==> config.mk <==
export PLATFORM = sky130hd
export DESIGN_NAME = cpr_bank
export DESIGN_NICKNAME = d
export VERILOG_FILES = /design/src/cpr_pkg.sv /design/src/cpr_sync.sv /design/src/cpr_bank.sv
export SDC_FILE = /design/constraint.sdc
export NUM_CORES = 1
export LEC_CHECK = 0
export BUFFER_PORTS_ARGS = -buffer_cell sky130_fd_sc_hd__buf_2
export CORE_ASPECT_RATIO = 0.75
export CORE_MARGIN = 5
export CORE_UTILIZATION = 57
export CTS_BUF_LIST = sky130_fd_sc_hd__clkbuf_16
export DETAILED_ROUTE_END_ITERATION = 8
export GPL_TIMING_DRIVEN = 1
export PLACE_DENSITY = 0.83
export SYNTH_ARGS = -nofsm -noshare
export SYNTH_HDL_FRONTEND = slang
export SYNTH_SLANG_ARGS = --single-unit
==> constraint.sdc <==
create_clock -name REF_CLK -period 4.2 [get_ports REF_CLK]
set_input_delay 0.84 -clock REF_CLK [delete_from_list [all_inputs] [get_ports REF_CLK]]
set_output_delay 0.84 -clock REF_CLK [all_outputs]
set_load 0.01 [all_outputs]
==> src/cpr_pkg.sv <==
// cpr_pkg: register map, field layout, reset values and threshold scaling
// for the charger protection threshold bank.
// assumes: only the bank module and its bench use these names.
package cpr_pkg;
  // register offsets on the internal register port
  localparam logic [7:0] ADDR_UCP_ALARM = 8'h04;
  localparam logic [7:0] ADDR_ADAPTER   = 8'h05;
  localparam logic [7:0] ADDR_BUS_OVERVOLTAGE_THRESHOLD   = 8'h06;

  // reset values
  localparam logic [7:0] RST_UCP_ALARM = 8'h28;
  localparam logic [7:0] RST_ADAPTER   = 8'h03;
  localparam logic [7:0] RST_BUS_OVERVOLTAGE_THRESHOLD   = 8'h3A;

  // field positions
  localparam int UCP_DIS_BIT    = 7;
  localparam int ADP_STAT_BIT   = 6 + 1;
  localparam int ADP_FLAG_BIT   = 6;
  localparam int ADP_MASK_BIT   = 5;
  localparam int BUS_PD_EN_BIT  = 7;
  localparam int CODE7_MSB      = 6;
  localparam int ADP_CODE_MSB   = 2;

  // writable bits of the adapter register (mask and threshold code)
  localparam logic [7:0] ADP_WR_MASK = 8'h27;

  // threshold scaling, in mA and mV
  localparam logic [13:0] UCP_STEP_MA    = 14'h0032;
  localparam logic [14:0] ADP_BASE_MV    = 15'h2AF8;
  localparam logic [14:0] ADP_STEP_MV    = 15'h03E8;
  localparam logic [14:0] ADP_ALT_MV     = 15'h1964;
  localparam logic [2:0]  ADP_ALT_CODE   = 3'h7;
  localparam logic [13:0] BUS_BASE_MV    = 14'h1770;
  localparam logic [13:0] BUS_STEP_MV    = 14'h0032;
endpackage

==> src/cpr_sync.sv <==
// cpr_sync: three-flop synchroniser with an agreement filter for one
// asynchronous comparator level.
// assumes: the input is a slow level from analog, not a pulse.
`timescale 1ns/1ps
module cpr_sync #(
  parameter logic INIT = 1'b0
) (
  // clock and reset
  input  wire logic clk,
  input  wire logic rst,
  // level in and filtered level out
  input  wire logic din,
  output logic      q
);
  logic s1, s2, s3;
  logic next_q;

  // a change is taken only once the second and third flops agree
  always_comb begin
    next_q = (s2 == s3) ? s3 : q;
  end

  // s1 feeds s2 only; metastability never reaches the filter
  always_ff @(posedge clk or posedge rst) begin
    if (rst) begin
      s1 <= INIT;
      s2 <= INIT;
      s3 <= INIT;
      q  <= INIT;
    end else begin
      s1 <= din;
      s2 <= s1;
      s3 <= s2;
      q  <= next_q;
    end
  end
endmodule

==> src/cpr_bank.sv <==
// cpr_bank: three protection threshold registers with the flag, mask and
// control outputs that they steer.
// assumes: the serial port logic drives the register port in REF_CLK,
// the comparator levels are asynchronous, the charge-enable bit lives
// elsewhere and obeys a clear pulse.
// Notes on behaviour
// RULE_01: undercurrent alarm interrupts unless disabled
// RULE_02: undercurrent threshold is code times 50 mA
// RULE_03: register reset restores fields; watchdog does not
// RULE_04: host watches battery current for handover
// RULE_05: adapter overvoltage status bit is live
// RULE_06: adapter overvoltage flag latches, clears on read
// RULE_07: mask bit blocks adapter overvoltage interrupt
// RULE_08: adapter overvoltage switches external FET off
// RULE_09: adapter threshold 11 V plus 1 V steps
// RULE_10: host keeps bus under adapter threshold
// RULE_11: pulldown enable turns FET off, pulldown on
// RULE_12: stopped charge pump forces pulldown on
// RULE_13: bus overvoltage opens switch, clears charge enable
// RULE_14: bus threshold 50 mV steps, default 8.9 V
// RULE_15: interrupt follows unmasked flags until read
`timescale 1ns/1ps
module cpr_bank (
  // clock and reset
  input  wire logic        REF_CLK,
  input  wire logic        RST,
  // register port from the serial interface
  input  wire logic [7:0]  REG_ADDR,
  input  wire logic        REG_WR,
  input  wire logic [7:0]  REG_WDATA,
  input  wire logic        REG_RD,
  output logic      [7:0]  REG_RDATA,
  input  wire logic        REG_RESET,
  // comparator and pump levels, asynchronous
  input  wire logic        BAT_UNDERCURRENT,
  input  wire logic        ADAPTER_OVERVOLTAGE,
  input  wire logic        BUS_OVERVOLTAGE,
  input  wire logic        CHARGE_PUMP_RUNNING,
  // thresholds to the comparators
  output logic      [13:0] UCP_THRESHOLD_MA,
  output logic      [14:0] ADAPTER_THRESHOLD_MV,
  output logic      [13:0] BUS_THRESHOLD_MV,
  // power path controls and interrupt
  output logic             EXTERNAL_FET_GATE_DRIVE,
  output logic             BUS_PULLDOWN_ON,
  output logic             BLOCKING_SWITCH_ON,
  output logic             CHARGE_ENABLE_CLEAR,
  output logic             IRQ
);
  logic       uc, ac, bo, cp;
  logic       ac_d, bo_d;
  logic [7:0] ucp_reg, adp_reg, bus_reg;
  logic       flag;
  logic [7:0] next_ucp, next_adp, next_bus, next_rdata;
  logic       next_flag, next_irq, next_fet, next_pd, next_sw, next_clr;
  logic [13:0] next_ucp_ma, next_bus_mv;
  logic [14:0] next_adp_mv;
  logic        ac_rise, flag_read;

  // comparator levels cross into REF_CLK
  cpr_sync #(.INIT(1'b0)) u_sync_uc (.clk(REF_CLK), .rst(RST), .din(BAT_UNDERCURRENT),
                                     .q(uc));
  cpr_sync #(.INIT(1'b0)) u_sync_ac (.clk(REF_CLK), .rst(RST), .din(ADAPTER_OVERVOLTAGE),
                                     .q(ac));
  cpr_sync #(.INIT(1'b0)) u_sync_bo (.clk(REF_CLK), .rst(RST), .din(BUS_OVERVOLTAGE),
                                     .q(bo));
  cpr_sync #(.INIT(1'b0)) u_sync_cp (.clk(REF_CLK), .rst(RST), .din(CHARGE_PUMP_RUNNING),
                                     .q(cp));

  assign ac_rise   = ac && !ac_d;
  assign flag_read = REG_RD && (REG_ADDR == cpr_pkg::ADDR_ADAPTER);

  // register writes; the reset command wins over a write in the same cycle
  always_comb begin
    next_ucp = ucp_reg;
    next_adp = adp_reg;
    next_bus = bus_reg;
    if (REG_RESET) begin
      next_ucp = cpr_pkg::RST_UCP_ALARM; // RULE_03
      next_adp = cpr_pkg::RST_ADAPTER; // RULE_03
      next_bus = cpr_pkg::RST_BUS_OVERVOLTAGE_THRESHOLD; // RULE_03
    end else if (REG_WR) begin
      if (REG_ADDR == cpr_pkg::ADDR_UCP_ALARM) begin
        next_ucp = REG_WDATA;
      end else if (REG_ADDR == cpr_pkg::ADDR_ADAPTER) begin
        next_adp = REG_WDATA & cpr_pkg::ADP_WR_MASK;
      end else if (REG_ADDR == cpr_pkg::ADDR_BUS_OVERVOLTAGE_THRESHOLD) begin
        next_bus = REG_WDATA;
      end
    end
  end

  // flag: an event in the cycle of a read survives the clear
  always_comb begin
    next_flag = flag;
    if (REG_RESET) begin
      next_flag = 1'b0; // RULE_03
    end else if (ac_rise) begin
      next_flag = 1'b1; // RULE_06
    end else if (flag_read) begin
      next_flag = 1'b0; // RULE_06
    end
  end

  // read data holds until the next read; unmapped offsets read zero
  always_comb begin
    next_rdata = REG_RDATA;
    if (REG_RD) begin
      if (REG_ADDR == cpr_pkg::ADDR_UCP_ALARM) begin
        next_rdata = ucp_reg;
      end else if (REG_ADDR == cpr_pkg::ADDR_ADAPTER) begin
        next_rdata = adp_reg;
        next_rdata[cpr_pkg::ADP_STAT_BIT] = ac; // RULE_05
        next_rdata[cpr_pkg::ADP_FLAG_BIT] = flag;
      end else if (REG_ADDR == cpr_pkg::ADDR_BUS_OVERVOLTAGE_THRESHOLD) begin
        next_rdata = bus_reg;
      end else begin
        next_rdata = 8'h00;
      end
    end
  end

  // threshold decode; the all-ones adapter code is a low special setting
  always_comb begin
    next_ucp_ma = 14'(ucp_reg[cpr_pkg::CODE7_MSB:0] * cpr_pkg::UCP_STEP_MA); // RULE_02
    next_bus_mv = 14'(cpr_pkg::BUS_BASE_MV
                  + bus_reg[cpr_pkg::CODE7_MSB:0] * cpr_pkg::BUS_STEP_MV); // RULE_14
    if (adp_reg[cpr_pkg::ADP_CODE_MSB:0] == cpr_pkg::ADP_ALT_CODE) begin
      next_adp_mv = cpr_pkg::ADP_ALT_MV; // RULE_09
    end else begin
      next_adp_mv = 15'(cpr_pkg::ADP_BASE_MV
                    + adp_reg[cpr_pkg::ADP_CODE_MSB:0] * cpr_pkg::ADP_STEP_MV); // RULE_09
    end
  end

  // power path: any reason to open the FET wins over the pump
  always_comb begin
    next_fet = cp && !ac && !bus_reg[cpr_pkg::BUS_PD_EN_BIT]; // RULE_08 RULE_11
    next_pd  = !cp || bus_reg[cpr_pkg::BUS_PD_EN_BIT]; // RULE_11 RULE_12
    next_sw  = !bo; // RULE_13
    next_clr = bo && !bo_d; // RULE_13
    // undercurrent alarm is a level; no flag bit exists for it here
    next_irq = (uc && !ucp_reg[cpr_pkg::UCP_DIS_BIT]) // RULE_01
             || (next_flag && !adp_reg[cpr_pkg::ADP_MASK_BIT]); // RULE_07 RULE_15
  end

  // state and output registers; no watchdog input touches them
  always_ff @(posedge REF_CLK or posedge RST) begin
    if (RST) begin
      ucp_reg                 <= cpr_pkg::RST_UCP_ALARM;
      adp_reg                 <= cpr_pkg::RST_ADAPTER;
      bus_reg                 <= cpr_pkg::RST_BUS_OVERVOLTAGE_THRESHOLD;
      flag                    <= 1'b0;
      ac_d                    <= 1'b0;
      bo_d                    <= 1'b0;
      REG_RDATA               <= 8'h00;
      UCP_THRESHOLD_MA        <= 14'h07D0;
      ADAPTER_THRESHOLD_MV    <= 15'h36B0;
      BUS_THRESHOLD_MV        <= 14'h22C4;
      EXTERNAL_FET_GATE_DRIVE <= 1'b0;
      BUS_PULLDOWN_ON         <= 1'b1;
      BLOCKING_SWITCH_ON      <= 1'b1;
      CHARGE_ENABLE_CLEAR     <= 1'b0;
      IRQ                     <= 1'b0;
    end else begin
      ucp_reg                 <= next_ucp;
      adp_reg                 <= next_adp;
      bus_reg                 <= next_bus;
      flag                    <= next_flag;
      ac_d                    <= ac;
      bo_d                    <= bo;
      REG_RDATA               <= next_rdata;
      UCP_THRESHOLD_MA        <= next_ucp_ma;
      ADAPTER_THRESHOLD_MV    <= next_adp_mv;
      BUS_THRESHOLD_MV        <= next_bus_mv;
      EXTERNAL_FET_GATE_DRIVE <= next_fet;
      BUS_PULLDOWN_ON         <= next_pd;
      BLOCKING_SWITCH_ON      <= next_sw;
      CHARGE_ENABLE_CLEAR     <= next_clr;
      IRQ                     <= next_irq;
    end
  end

  // checks beside the logic they guard
  chk_ucp_alarm_irq: assert property (@(posedge REF_CLK) disable iff (RST) // RULE_01
    (uc && !ucp_reg[cpr_pkg::UCP_DIS_BIT]) |=> IRQ)
    else $error("undercurrent alarm did not raise the interrupt");

  chk_ucp_thresh_scale: assert property (@(posedge REF_CLK) disable iff (RST) // RULE_02
    ##1 (UCP_THRESHOLD_MA == 14'($past(ucp_reg[6:0]) * 50)))
    else $error("undercurrent threshold not code times 50 mA");

  chk_regrst_restores: assert property (@(posedge REF_CLK) disable iff (RST) // RULE_03
    REG_RESET |=> (ucp_reg == 8'h28 && adp_reg == 8'h03 && bus_reg == 8'h3A && !flag))
    else $error("register reset did not restore the bank");

  chk_status_live: assert property (@(posedge REF_CLK) disable iff (RST) // RULE_05
    (REG_RD && REG_ADDR == 8'h05) |=> (REG_RDATA[7] == $past(ac)))
    else $error("adapter status bit not the live condition");

  chk_flag_event_set: assert property (@(posedge REF_CLK) disable iff (RST) // RULE_06
    (ac_rise && !REG_RESET) |=> flag)
    else $error("adapter flag not set by overvoltage event");

  chk_flag_read_clear: assert property (@(posedge REF_CLK) disable iff (RST) // RULE_06
    (flag_read && !ac_rise) |=> !flag)
    else $error("adapter flag not cleared by read");

  chk_mask_blocks_irq: assert property (@(posedge REF_CLK) disable iff (RST) // RULE_07
    (adp_reg[5] && !(uc && !ucp_reg[7])) |=> !IRQ)
    else $error("masked adapter event reached the interrupt");

  chk_fet_off_ovp: assert property (@(posedge REF_CLK) disable iff (RST) // RULE_08
    ac |=> !EXTERNAL_FET_GATE_DRIVE)
    else $error("external FET not switched off on adapter overvoltage");

  chk_adp_alt_code: assert property (@(posedge REF_CLK) disable iff (RST) // RULE_09
    (adp_reg[2:0] == 3'h7) |=> (ADAPTER_THRESHOLD_MV == 15'd6500))
    else $error("all-ones adapter code did not give 6.5 V");

  chk_pulldown_force: assert property (@(posedge REF_CLK) disable iff (RST) // RULE_12
    (!cp || bus_reg[7]) |=> (BUS_PULLDOWN_ON && !EXTERNAL_FET_GATE_DRIVE))
    else $error("pulldown not active with pump stopped or enabled");

  chk_bus_overvoltage_threshold_trip: assert property (@(posedge REF_CLK) disable iff (RST) // RULE_13
    (bo && !bo_d) |=> (!BLOCKING_SWITCH_ON && CHARGE_ENABLE_CLEAR) ##1 !CHARGE_ENABLE_CLEAR)
    else $error("bus overvoltage did not open switch and pulse clear");

  chk_bus_thresh_scale: assert property (@(posedge REF_CLK) disable iff (RST) // RULE_14
    ##1 (BUS_THRESHOLD_MV == 14'(6000 + $past(bus_reg[6:0]) * 50)))
    else $error("bus threshold not 6 V plus code times 50 mV");

  chk_irq_follows_flags: assert property (@(posedge REF_CLK) disable iff (RST) // RULE_15
    (!uc && !next_flag) |=> !IRQ)
    else $error("interrupt stayed high with no unmasked cause");
endmodule

* Yosys cells after proc, flatten, opt, wreduce, memory -nomap -nowiden
Index checks and enable logic that the tools add are counted.
Word-level totals: output and inout port bits 56, flip-flop bits (word level) 95, logic and storage cells 89
Operators by class: $add $sub $neg 2, multipliers 3, reductions and logical operators 24, mux-type cells 19, eq/ne operators 10
Operators by type and width (count):
- two-way mux 8 bit | 11
- equality test 8 x 3 -> 1 bit (second input constant) | 3
- multiplier 7 x 5 -> 12 bit (second input constant) | 2
- two-way mux 6 bit | 4
- adder 14 x 13 -> 15 bit (first input constant) | 1
- two-way mux 15 bit | 1
- adder 13 x 13 -> 14 bit (first input constant) | 1
- multiplier 3 x 7 -> 10 bit (second input constant) | 1
- logical NOT 1 bit | 8
- nonzero test 2 bit | 4
- logical AND 1 bit | 7
- equality test 1 bit | 4
- inequality test 2 bit (second input constant) | 2
- AND reduction 4 bit | 1
- equality test 3 bit (second input constant) | 1
- two-way mux 1 bit | 3
- AND reduction 3 bit | 1
- logical OR 1 bit | 2
- AND reduction 2 bit | 1

* Longest topological paths before layout
Gate-level depths: netlist of run 1.
word-level depth 7, gate-level depth with buffers 11

* Hierarchy
A second synthesis of run 1 with hierarchy kept.
Unflattened totals: cell total of the unflattened synthesis 437, area total of the unflattened synthesis 4878.4 um2
Modules (own cells, without submodules):
- cpr_bank | area each 4418.0 um2, cells an instance 413, instances 1, sequential area each 1886.8 um2
- cpr_sync | area each 115.1 um2, cells an instance 6, instances 4, sequential area each 100.1 um2

* Worst setup path after synthesis of run 1
No wires, ideal clock.
kind flip-flop to flip-flop, start register bus_reg[3], end register BUS_THRESHOLD_MV[12], data arrival time 2.940 ns, required time 4.121 ns, slack 1.181 ns, stages on the path, launching flop included 10, clock period less this slack 3.019 ns, buffers on the path 0, library setup time 0.079 ns, cells stage by stage dfstp_2 -> ha_1 -> ha_1 -> fa_1 -> ha_1 -> nor2b_1 -> o21ai_2 -> xnor2_1 -> o41ai_1 -> xor2_1
On the way: cells in the longest elaborated chain, start to end 2
Ends and longest elaborated chain:
- from (decl) | RTL line cpr_bank.sv:52 | logic [7:0] ucp_reg, adp_reg, bus_reg;
- from (signal assigned) | RTL line cpr_bank.sv:152 | bus_reg <= cpr_pkg::RST_BUS_OVERVOLTAGE_THRESHOLD;
- from (signal assigned) | RTL line cpr_bank.sv:168 | bus_reg <= next_bus;
- multiplier 7 x 5 -> 12 bit | RTL line cpr_bank.sv:127 | + bus_reg[cpr_pkg::CODE7_MSB:0] * cpr_pkg::BUS_STEP_MV);
- adder 13 x 13 -> 14 bit | RTL line cpr_bank.sv:127
- named net next_bus_mv[12] | RTL line cpr_bank.sv:56 | logic [13:0] next_ucp_ma, next_bus_mv;
- to (signal assigned) | RTL line cpr_bank.sv:175 | BUS_THRESHOLD_MV <= next_bus_mv;
- to (decl) | RTL line cpr_bank.sv:42 | output logic [13:0] BUS_THRESHOLD_MV,
The timed path passes the listed nets, and every way through them passes these cells. A chain may end at the register's enable or synchronous reset.

* Worst setup path after layout of run 1
Same ends and word-level chain as after synthesis.

==> results of run 1 <==
metrics by stage:
stage	hold WS, ns	total power [mW]
6_report	0.348	1.73
5_1_grt	0.352	1.80
4_1_cts	0.349	1.75
3_5_place_dp	0.336	1.01
3_3_place_gp	0.332	1.01
2_1_floorplan	0.331	0.976
cell usage in the layout (no fill, tap or decap), types with 5 or more instances in the layout:
cell	count
a211o_1	5
a21o_1	6
a21oi_1	17
buf_2	75
clkbuf_16	9
conb_1	5
dfrtp_1	62
dfstp_2	28
fa_1	8
ha_1	62
inv_1	40
mux2i_1	18
nand2_1	13
nand2b_1	5
nor2_1	40
nor2b_1	7
o21ai_0	10
o22ai_1	7
xnor2_1	13
xor2_1	10
synth_stat cells (3+ instances only):
master,instances
a211oi_1,4
xor2_1,10
nand2b_1,5
and2_1,3
o21ai_0,10
nor2_1,40
nor3_1,4
a21oi_1,17
dfrtp_1,62
clkbuf_1,5
maj3_1,4
o22ai_1,7
o21bai_1,3
mux2i_1,18
nand3_1,4
ha_1,62
buf_4,5
a211o_1,5
nor2b_1,7
nand2_1,13
fa_1,8
a21o_1,6
a31oi_1,3
dfstp_2,28
xnor2_1,13
mux2_2,3
inv_1,40
routing by layer:
metal | global-route usage | vias to the layer above
met5 | 0 | -
li1 | - | 1620
met1 | 0.256 | 1613
met4 | 0.0497 | 0
met3 | 0.0651 | 12
met2 | 0.303 | 101
power by group through the flow:
stage	registers, mW	clock network [mW]	logic [mW]
2_1_floorplan	0.920	0	0.0556
3_3_place_gp	0.916	0	0.0907
3_5_place_dp	0.917	0	0.0937
4_1_cts	0.902	0.750	0.0942
5_1_grt	0.904	0.787	0.105
6_report	0.902	0.732	0.0925
layout make-up:
type | instances | area [um^2] | area share
multi-input cells | 288 | 2380 | 0.424
flip-flops and latches | 90 | 2290 | 0.408
repair buffers | 76 | 383 | 0.0683
clock buffers | 9 | 225 | 0.0402
inverters | 40 | 151 | 0.0270
well taps | 108 | 135 | 0.0241
clock inverters | 6 | 43.8 | 0.00782
cell families (layout without fill, tap and decap cells):
| family | count (synthesis) | after routing | share of synthesized area |
|---|---|---|---|
| AND/OR/NAND/NOR | 95 | 95 | 0.101 |
| flip-flops | 90 | 90 | 0.468 |
| adder cells (fa/ha/maj) | 74 | 74 | 0.199 |
| AO/OA/AOI/OAI | 70 | 70 | 0.0964 |
| buffers and inverters | 53 | 131 | 0.0496 |
| XOR/XNOR | 23 | 23 | 0.0412 |
| multiplexers | 21 | 21 | 0.0437 |
| other | 1 | 5 | 0.000767 |
worst max-delay path: stages (launching register included):
cell	delay, ns
dfstp_2	0.57
ha_1	0.25
ha_1	0.32
fa_1	0.46
ha_1	0.37
nor2b_1	0.27
o21ai_2	0.10
xnor2_1	0.20
o41ai_1	0.45
xor2_1	0.20
worst max path at each step:
| stage | from | cells after the start | end |
|---|---|---|---|
| after global routing | bus_reg[3] | 9 | BUS_THRESHOLD_MV[12] |
| after detailed placement | bus_reg[3] | 9 | BUS_THRESHOLD_MV[12] |
| after CTS | bus_reg[3] | 9 | BUS_THRESHOLD_MV[12] |
| final | bus_reg[3] | 9 | BUS_THRESHOLD_MV[12] |
| after floorplan | RST | 1 | ADAPTER_THRESHOLD_MV[11] |
| after global placement | bus_reg[3] | 9 | BUS_THRESHOLD_MV[12] |
==> impl_results.md, run 1 <==
- Leak: 2.85 nW
- Synthesized flop and latch total: 90
- I/O pin cnt: 81
- P_int: 1.33 mW
- Hold Crit Depth: 0
- Met1 Wirelength: 4220 um
- Final worst setup slack: 0.943 ns
- DP Cell Count: 602
- Clk buf depth: 2
- R2R cell count: 9
- Detailed-router iteration count before antenna repair: 4
- DRT Wirelength: 9540 um
- H-tree depth: 3
- Flop pwr share: 0.523
- Hold path start: u_sync_ac.s1
- Total die area: 0.0106 mm^2
- Dpl cell area: 0.00533 mm^2
- Top cell type's share of synthesized area: 0.317
- Metal3 WL: 748 um
- All-layer global routing usage: 0.193
- Top flop regs: ADAPTER_THRESHOLD_MV: 13 flops, BUS_THRESHOLD_MV: 13 flops, UCP_THRESHOLD_MA: 12 flops
- Clock Latency Late Sink: 0.34 ns
- Total of max-cap violations: 0
- Starting density of the core: 0.581
- Post-Syn Area: 0.00489 mm^2
- Critical path launch point type: flip-flop
- Path type of the worst setup path: flip-flop to flip-flop
- Highest metal used: met4
- TritonCTS Sinks: 90
- Outcome: complete, no violations
- Hold EP: u_sync_ac.s2
- Setup crit end kind: flip-flop
- Switching share of power: 0.232
- Die H: 90.2 um
- Layout cells sized above 1: 0.259
- Cts hold-fix bufs: 0
- Top post-synthesis cells by area: dfrtp_1, ha_1, dfstp_2
- Final ANT Viol Nets: 0
- Cell Rows: 29
- Final period util: 0.775
- Initial antenna violation count: 0
- Port Buffers: 75
- Fill count: 650
- Total power per unit cell area: 308 mW/mm^2
- Synthesis Warnings: 0
- First-pass GRT wire length: 15900 um
- Diodes inserted: 0
- Worst Max-Slew Pin Slew: 0.888 ns
- Fin nets: 600
- Residual DRC count: 0
- Max Slew Vio Count: 0
- DIE WIDTH: 117 um
- Setup repair after global routing missed its margin: no
- Met2 WL post-DR: 4440 um
- Reg2reg setup slack: 0.94 ns
- Clock-pin slew on the worst setup and hold paths: 0.06 ns
- Vias in the first global route: 3335
- Final std cells w/o fill: 617
- Max Clock Skew: 0.00521 ns
- Resize count post-CTS: 0
- Final Core Density: 0.666
- Highest Clock Rate: 307 MHz
- Yosys cell types: 56
- Maximum VDD drop: 0.000217 V
- Wirelength per Cell: 15.5 um
- Most used DFF post-synth: dfrtp_1
- CTS root buf: clkbuf_16
- Initial DRC count: 196
- Sequential element share of the synthesized area: 0.468
- Worst r2r src: bus_reg[3]
- HP Class: flip-flop to flip-flop
- Ys async rst share: 1.00
- Clock Power Share: 0.424
- Sw Pwr: 0.401 mW
- Gate Count Post-Synth: 427
- Routed vias: 3346
- Worst EP arrival: 3.52 ns
- Final Cell Area: 0.00560 mm^2
- Req. time, crit path: 4.46 ns
- Comb pwr share: 0.054
- Crit path max fanout: 5
- Final hold violations: 0
- Reg2reg end: BUS_THRESHOLD_MV[12]
- Placer congestion estimate: 0.813
- Dpl hpwl: 7220 um
- Synth area leader: dfrtp_1
- Slew margin rel.: 0.407
- Total global routing overflow: 0
- Area Overhead vs Synth: 14.5%
- Worst slack, placed: 0.988 ns
- Post-CTS Setup Repair Bufs: 0
- Via/cell ratio: 5.42
- Setup TNS: 0 ns
- Clock period minus worst slack: 3.26 ns
- Setup violators final: 0
- Placeable core area: 0.00842 mm^2
- EDFF count, synth: 0
- Post-Syn Area per Cell: 11.5 um^2
- Largest net degree at the start of global routing: 55
- CTS tree: done
- TritonCTS buffer count: 9
Power figures use the tool's default switching activity.
==> inputs of run 2 (changes only) <==
clock period = 3.05 ns   (was 4.2 ns; I/O delays follow)
==> impl_results.md, run 2 (synthesis results as in run 1) <==
- Slowest stage cell on the critical path: dfstp_2
- Most common cell on crit path: ha_1
- Outcome: complete, no violations
- Register area: 0.00229 mm^2
- Die H: 90.2 um
- TritonCTS Sinks: 90
- I/O pin cnt: 81
- H-tree depth: 3
- All-layer global routing usage: 0.198
- Layout cells sized above 1: 0.317
- Final period util: 0.992
- Maximum VDD drop: 0.000398 V
- DP Cell Count: 619
- Total of max-cap violations: 0
- Clk buf depth: 2
- Cell Rows: 29
- Top flop regs: ADAPTER_THRESHOLD_MV: 13 flops, BUS_THRESHOLD_MV: 13 flops, UCP_THRESHOLD_MA: 12 flops
- Fill count: 593
- R2R cell count: 9
- Initial antenna violation count: 0
- Wirelength per Cell: 15.9 um
- Final ANT Viol Nets: 0
- Total global routing overflow: 0
- Multi-input gate area: 0.00248 mm^2
- Critical path launch point type: flip-flop
- Commonest non-fill, non-tap cell in the layout: buf_2
- Total power per unit cell area: 406 mW/mm^2
- Final std cells w/o fill: 638
- Max Slew Vio Count: 0
- Reg2reg end: BUS_THRESHOLD_MV[12]
- Clock Latency Late Sink: 0.34 ns
- Highest Clock Rate: 330 MHz
- Critical Path Sink: BUS_THRESHOLD_MV[12]
- Setup repair after global routing missed its margin: yes
- Fin nets: 620
- Via/cell ratio: 5.44
- Leak: 2.97 nW
- Dpl cell area: 0.00547 mm^2
- Detailed-router iteration count before antenna repair: 5
- Final hold violations: 0
- HP Class: flip-flop to flip-flop
- Worst Max-Slew Pin Slew: 0.752 ns
- CTS tree: done
- Clock period minus worst slack: 3.03 ns
- Setup crit end kind: flip-flop
- Largest net degree at the start of global routing: 47
- Final Cell Area: 0.00588 mm^2
- Area Overhead vs Synth: 20.1%
- Worst EP arrival: 3.24 ns
- Setup violators final: 0
- Slew margin rel.: 0.498
- Dpl hpwl: 7360 um
- Diodes inserted: 0
- Req. time, crit path: 3.26 ns
- Clock-pin slew on the worst setup and hold paths: 0.07 ns
- Commonest cells after routing, fill and taps aside: buf_2, dfrtp_1, ha_1
- Total die area: 0.0106 mm^2
- Placer congestion estimate: 0.842
- Crit path max fanout: 5
- First-pass GRT wire length: 16600 um
- Cts hold-fix bufs: 0
- Routed vias: 3473
- Residual DRC count: 0
- CTS root buf: clkbuf_16
- Worst r2r src: bus_reg[3]
- Worst setup path startpoint: bus_reg[3]
- Crit path cell chain: ha_1 -> ha_1 -> fa_1 -> ha_4 -> or2_2 -> o211a_1 -> o211ai_1 -> o41ai_2 -> xor2_1
- Path type of the worst setup path: flip-flop to flip-flop
- Max Clock Skew: 0.00692 ns
- Port Buffers: 75
- Starting density of the core: 0.581
- Placeable core area: 0.00842 mm^2
- Tightest hold margin: 0.351 ns
- DIE WIDTH: 117 um
- Hold Crit Depth: 0
- DRT Wirelength: 10100 um
- Setup TNS: 0 ns
- Initial DRC count: 209
- Vias in the first global route: 3394
- CP peak stage delay: 0.56 ns
- Reg2reg setup slack: 0.02 ns
- TritonCTS buffer count: 9
-- run 2: cell type report --
| class | instances | area share |
|---|---|---|
| Timing Repair Buffer | 96 | 0.0928 |
| Tap cell | 108 | 0.0230 |
| Clock buffer | 9 | 0.0383 |
| Clock inverter | 7 | 0.00809 |
| Multi-Input combinational cell | 288 | 0.423 |
| Inverter | 40 | 0.0258 |
| Sequential cell | 90 | 0.389 |
-- run 2: power by group --
part | internal (mW) | total (mW) | leakage, nW | switching (mW)
sequential | 1.23 | 1.24 | 1.11 | 0.0125
clock | 0.550 | 1.01 | 0.131 | 0.458
combinational | 0.0512 | 0.137 | 1.73 | 0.0853
-- run 2: stage by stage --
step                setup WS (ns)   util  total power, mW
floorplan                  0.0306      -             1.34
global placement           0.0443  0.650             1.39
detailed placement        -0.0602  0.650             1.40
CTS                       0.00903  0.686             2.41
global route               -0.128  0.698             2.48
finish                     0.0235  0.698             2.39
-- run 2: worst max-delay path: cells and delay by family (launching register included) --
kind | cells | cell delay, ns
AO/OA/AOI/OAI | 3 | 0.55
XOR/XNOR | 1 | 0.16
adder cells (fa/ha/maj) | 4 | 1.29
flip-flops | 1 | 0.56
AND/OR/NAND/NOR | 1 | 0.34
-- run 2: worst min-delay path by stage --
| stage | startpoint | to | slack (ns) |
|---|---|---|---|
| finish | u_sync_cp.s1 | u_sync_cp.s2 | 0.35 |
| global route | u_sync_uc.s1 | u_sync_uc.s2 | 0.36 |
| CTS | u_sync_cp.s1 | u_sync_cp.s2 | 0.35 |
| detailed placement | u_sync_cp.s1 | u_sync_cp.s2 | 0.34 |
| global placement | u_sync_uc.s1 | u_sync_uc.s2 | 0.33 |
| floorplan | u_sync_ac.s1 | u_sync_ac.s2 | 0.33 |
-- run 2: repair_timing --
item                                   4_1_cts  5_1_grt
pin swaps                                    1        3
endpoints found under the hold margin        0        0
resized for setup                            6       15
gates cloned                                 0        0
buffers inserted                             0        3
setup endpoints to repair                    2        9
-- run 2: per-layer routing --
layer	global-route usage	share of wire	vias to the layer above
li1	-	-	1657
met1	0.283	0.45	1691
met2	0.299	0.46	106
met3	0.0483	0.066	19
met4	0.0592	0.017	0
met5	0	0	-
==> inputs of run 3 (changes only) <==
CORE_UTILIZATION = 50   (was 57)
PLACE_DENSITY = 0.74   (was 0.83)
==> impl_results.md, run 3 (synthesis results as in run 1) <==
- Slew margin rel.: 0.639
- Worst slack, placed: -0.137 ns
- Placeable core area: 0.00962 mm^2
- Req. time, crit path: 3.27 ns
- Reg2reg setup slack: 0.12 ns
- Total power per unit cell area: 424 mW/mm^2
- Detailed-router iteration count before antenna repair: 4
- Register area: 0.00229 mm^2
- Clock-pin slew on the worst setup and hold paths: 0.07 ns
- Highest Clock Rate: 341 MHz
- First-pass GRT wire length: 16400 um
- Placer congestion estimate: 0.861
- Routed vias: 3410
- Final worst setup slack: 0.120 ns
- Commonest cells after routing, fill and taps aside: buf_2, dfrtp_1, ha_1
- Total global routing overflow: 0
- TritonCTS Sinks: 90
- Reg2reg end: BUS_THRESHOLD_MV[12]
- Cell Rows: 31
- Starting density of the core: 0.509
- Fin nets: 619
- Total die area: 0.0119 mm^2
- Commonest non-fill, non-tap cell in the layout: buf_2
- Largest net degree at the start of global routing: 59
- Clk buf depth: 2
- All-layer global routing usage: 0.174
- Residual DRC count: 0
- Crit path max fanout: 5
- Die H: 95.7 um
- I/O pin cnt: 81
- TritonCTS buffer count: 9
- Via/cell ratio: 5.16
- CTS tree: done
- Initial DRC count: 258
- Area Overhead vs Synth: 21.7%
- H-tree depth: 3
- Setup crit end kind: flip-flop
- Leak: 2.99 nW
- Vias in the first global route: 3380
- Critical path launch point type: flip-flop
- Multi-input gate area: 0.00250 mm^2
- Dpl hpwl: 7380 um
- Total of max-cap violations: 0
- Final Core Density: 0.619
- Port Buffers: 75
- Cts hold-fix bufs: 0
- Initial antenna violation count: 0
- Maximum VDD drop: 0.000259 V
- Max Slew Vio Count: 0
- HP Class: input pin to asynchronous set/reset pin
- Final hold violations: 0
- Outcome: complete, no violations
- Clock period minus worst slack: 2.93 ns
- Final period util: 0.961
- Path type of the worst setup path: flip-flop to flip-flop
- CTS root buf: clkbuf_16
- Wirelength per Cell: 15.0 um
- Layout cells sized above 1: 0.325
- Slowest stage cell on the critical path: dfstp_2
- Clock Latency Late Sink: 0.35 ns
- Max Clock Skew: 0.00717 ns
- Fill count: 800
- DIE WIDTH: 124 um
- Worst Max-Slew Pin Slew: 0.541 ns
- Top flop regs: ADAPTER_THRESHOLD_MV: 13 flops, BUS_THRESHOLD_MV: 13 flops, UCP_THRESHOLD_MA: 12 flops
- Setup violators final: 0
- Worst r2r src: bus_reg[3]
- R2R cell count: 9
- Tightest hold margin: 0.286 ns
- Worst EP arrival: 3.15 ns
- Most common cell on crit path: ha_1
- Pwr Total: 2.52 mW
- Diodes inserted: 0
- CP peak stage delay: 0.56 ns
- DRT Wirelength: 9940 um
- Final ANT Viol Nets: 0
- Crit path cell chain: ha_1 -> ha_1 -> fa_1 -> ha_4 -> or2_4 -> o211a_1 -> o211ai_1 -> o41ai_2 -> xor2_1
-- run 3: layout make-up --
type                       count  area share
multi-input combinational    288       0.421
sequential                    90       0.384
timing repair buffer          95      0.0904
clock buffer                   9      0.0378
tap                          132      0.0277
inverter                      40      0.0254
clock inverter                 7      0.0137
-- run 3: how the worst max path moves through the flow --
stage                           from                       end  slack [ns]
after floorplan           bus_reg[3]      BUS_THRESHOLD_MV[12]        0.03
after global placement    bus_reg[3]      BUS_THRESHOLD_MV[12]        0.04
after detailed placement  bus_reg[3]      BUS_THRESHOLD_MV[12]       -0.14
after CTS                 bus_reg[3]      BUS_THRESHOLD_MV[10]     0.00001
after global routing      adp_reg[1]  ADAPTER_THRESHOLD_MV[12]      -0.002
final                     bus_reg[3]      BUS_THRESHOLD_MV[12]        0.12
-- run 3: critical path, delay by kind of cell (launching register included) --
kind | cells | cell delay [ns]
flip-flops | 1 | 0.56
AND/OR/NAND/NOR | 1 | 0.27
XOR/XNOR | 1 | 0.15
AO/OA/AOI/OAI | 3 | 0.59
adder cells (fa/ha/maj) | 4 | 1.23
-- run 3: through the flow --
| stage | setup TNS, ns | instances | area (um^2) |
|---|---|---|---|
| after floorplan | 0 | 431 | 4910 |
| after global placement | 0 | 643 | 5500 |
| after detailed placement | -0.246 | 643 | 5500 |
| after CTS | 0 | 659 | 5830 |
| after global routing | -0.00172 | 661 | 5950 |
| final | 0 | 661 | 5950 |
-- run 3: per-layer routing --
| layer | up-vias | share of wire | wire length (um) | global-route usage |
|---|---|---|---|---|
| met5 | - | 0 | 0 | 0 |
| met4 | 0 | 0.0070 | 70 | 0.0465 |
| met3 | 4 | 0.065 | 651 | 0.0638 |
| met2 | 101 | 0.44 | 4420 | 0.265 |
| met1 | 1649 | 0.48 | 4800 | 0.238 |
| li1 | 1656 | - | - | - |
-- run 3: where the power goes --
group / total [mW] / leakage, nW / internal [mW] / switching [mW]
Combinational: 0.138 / 1.72 / 0.0521 / 0.0857
Sequential: 1.24 / 1.11 / 1.23 / 0.0117
Clock: 1.14 / 0.153 / 0.651 / 0.491
Total: 2.52 / 2.99 / 1.93 / 0.589
-- run 3: what timing repair did --
item / CTS / global route
setup buffers: 0 / 2
setup endpoints to repair: 4 / 7
gates resized for setup: 5 / 20
pin swaps: 0 / 5
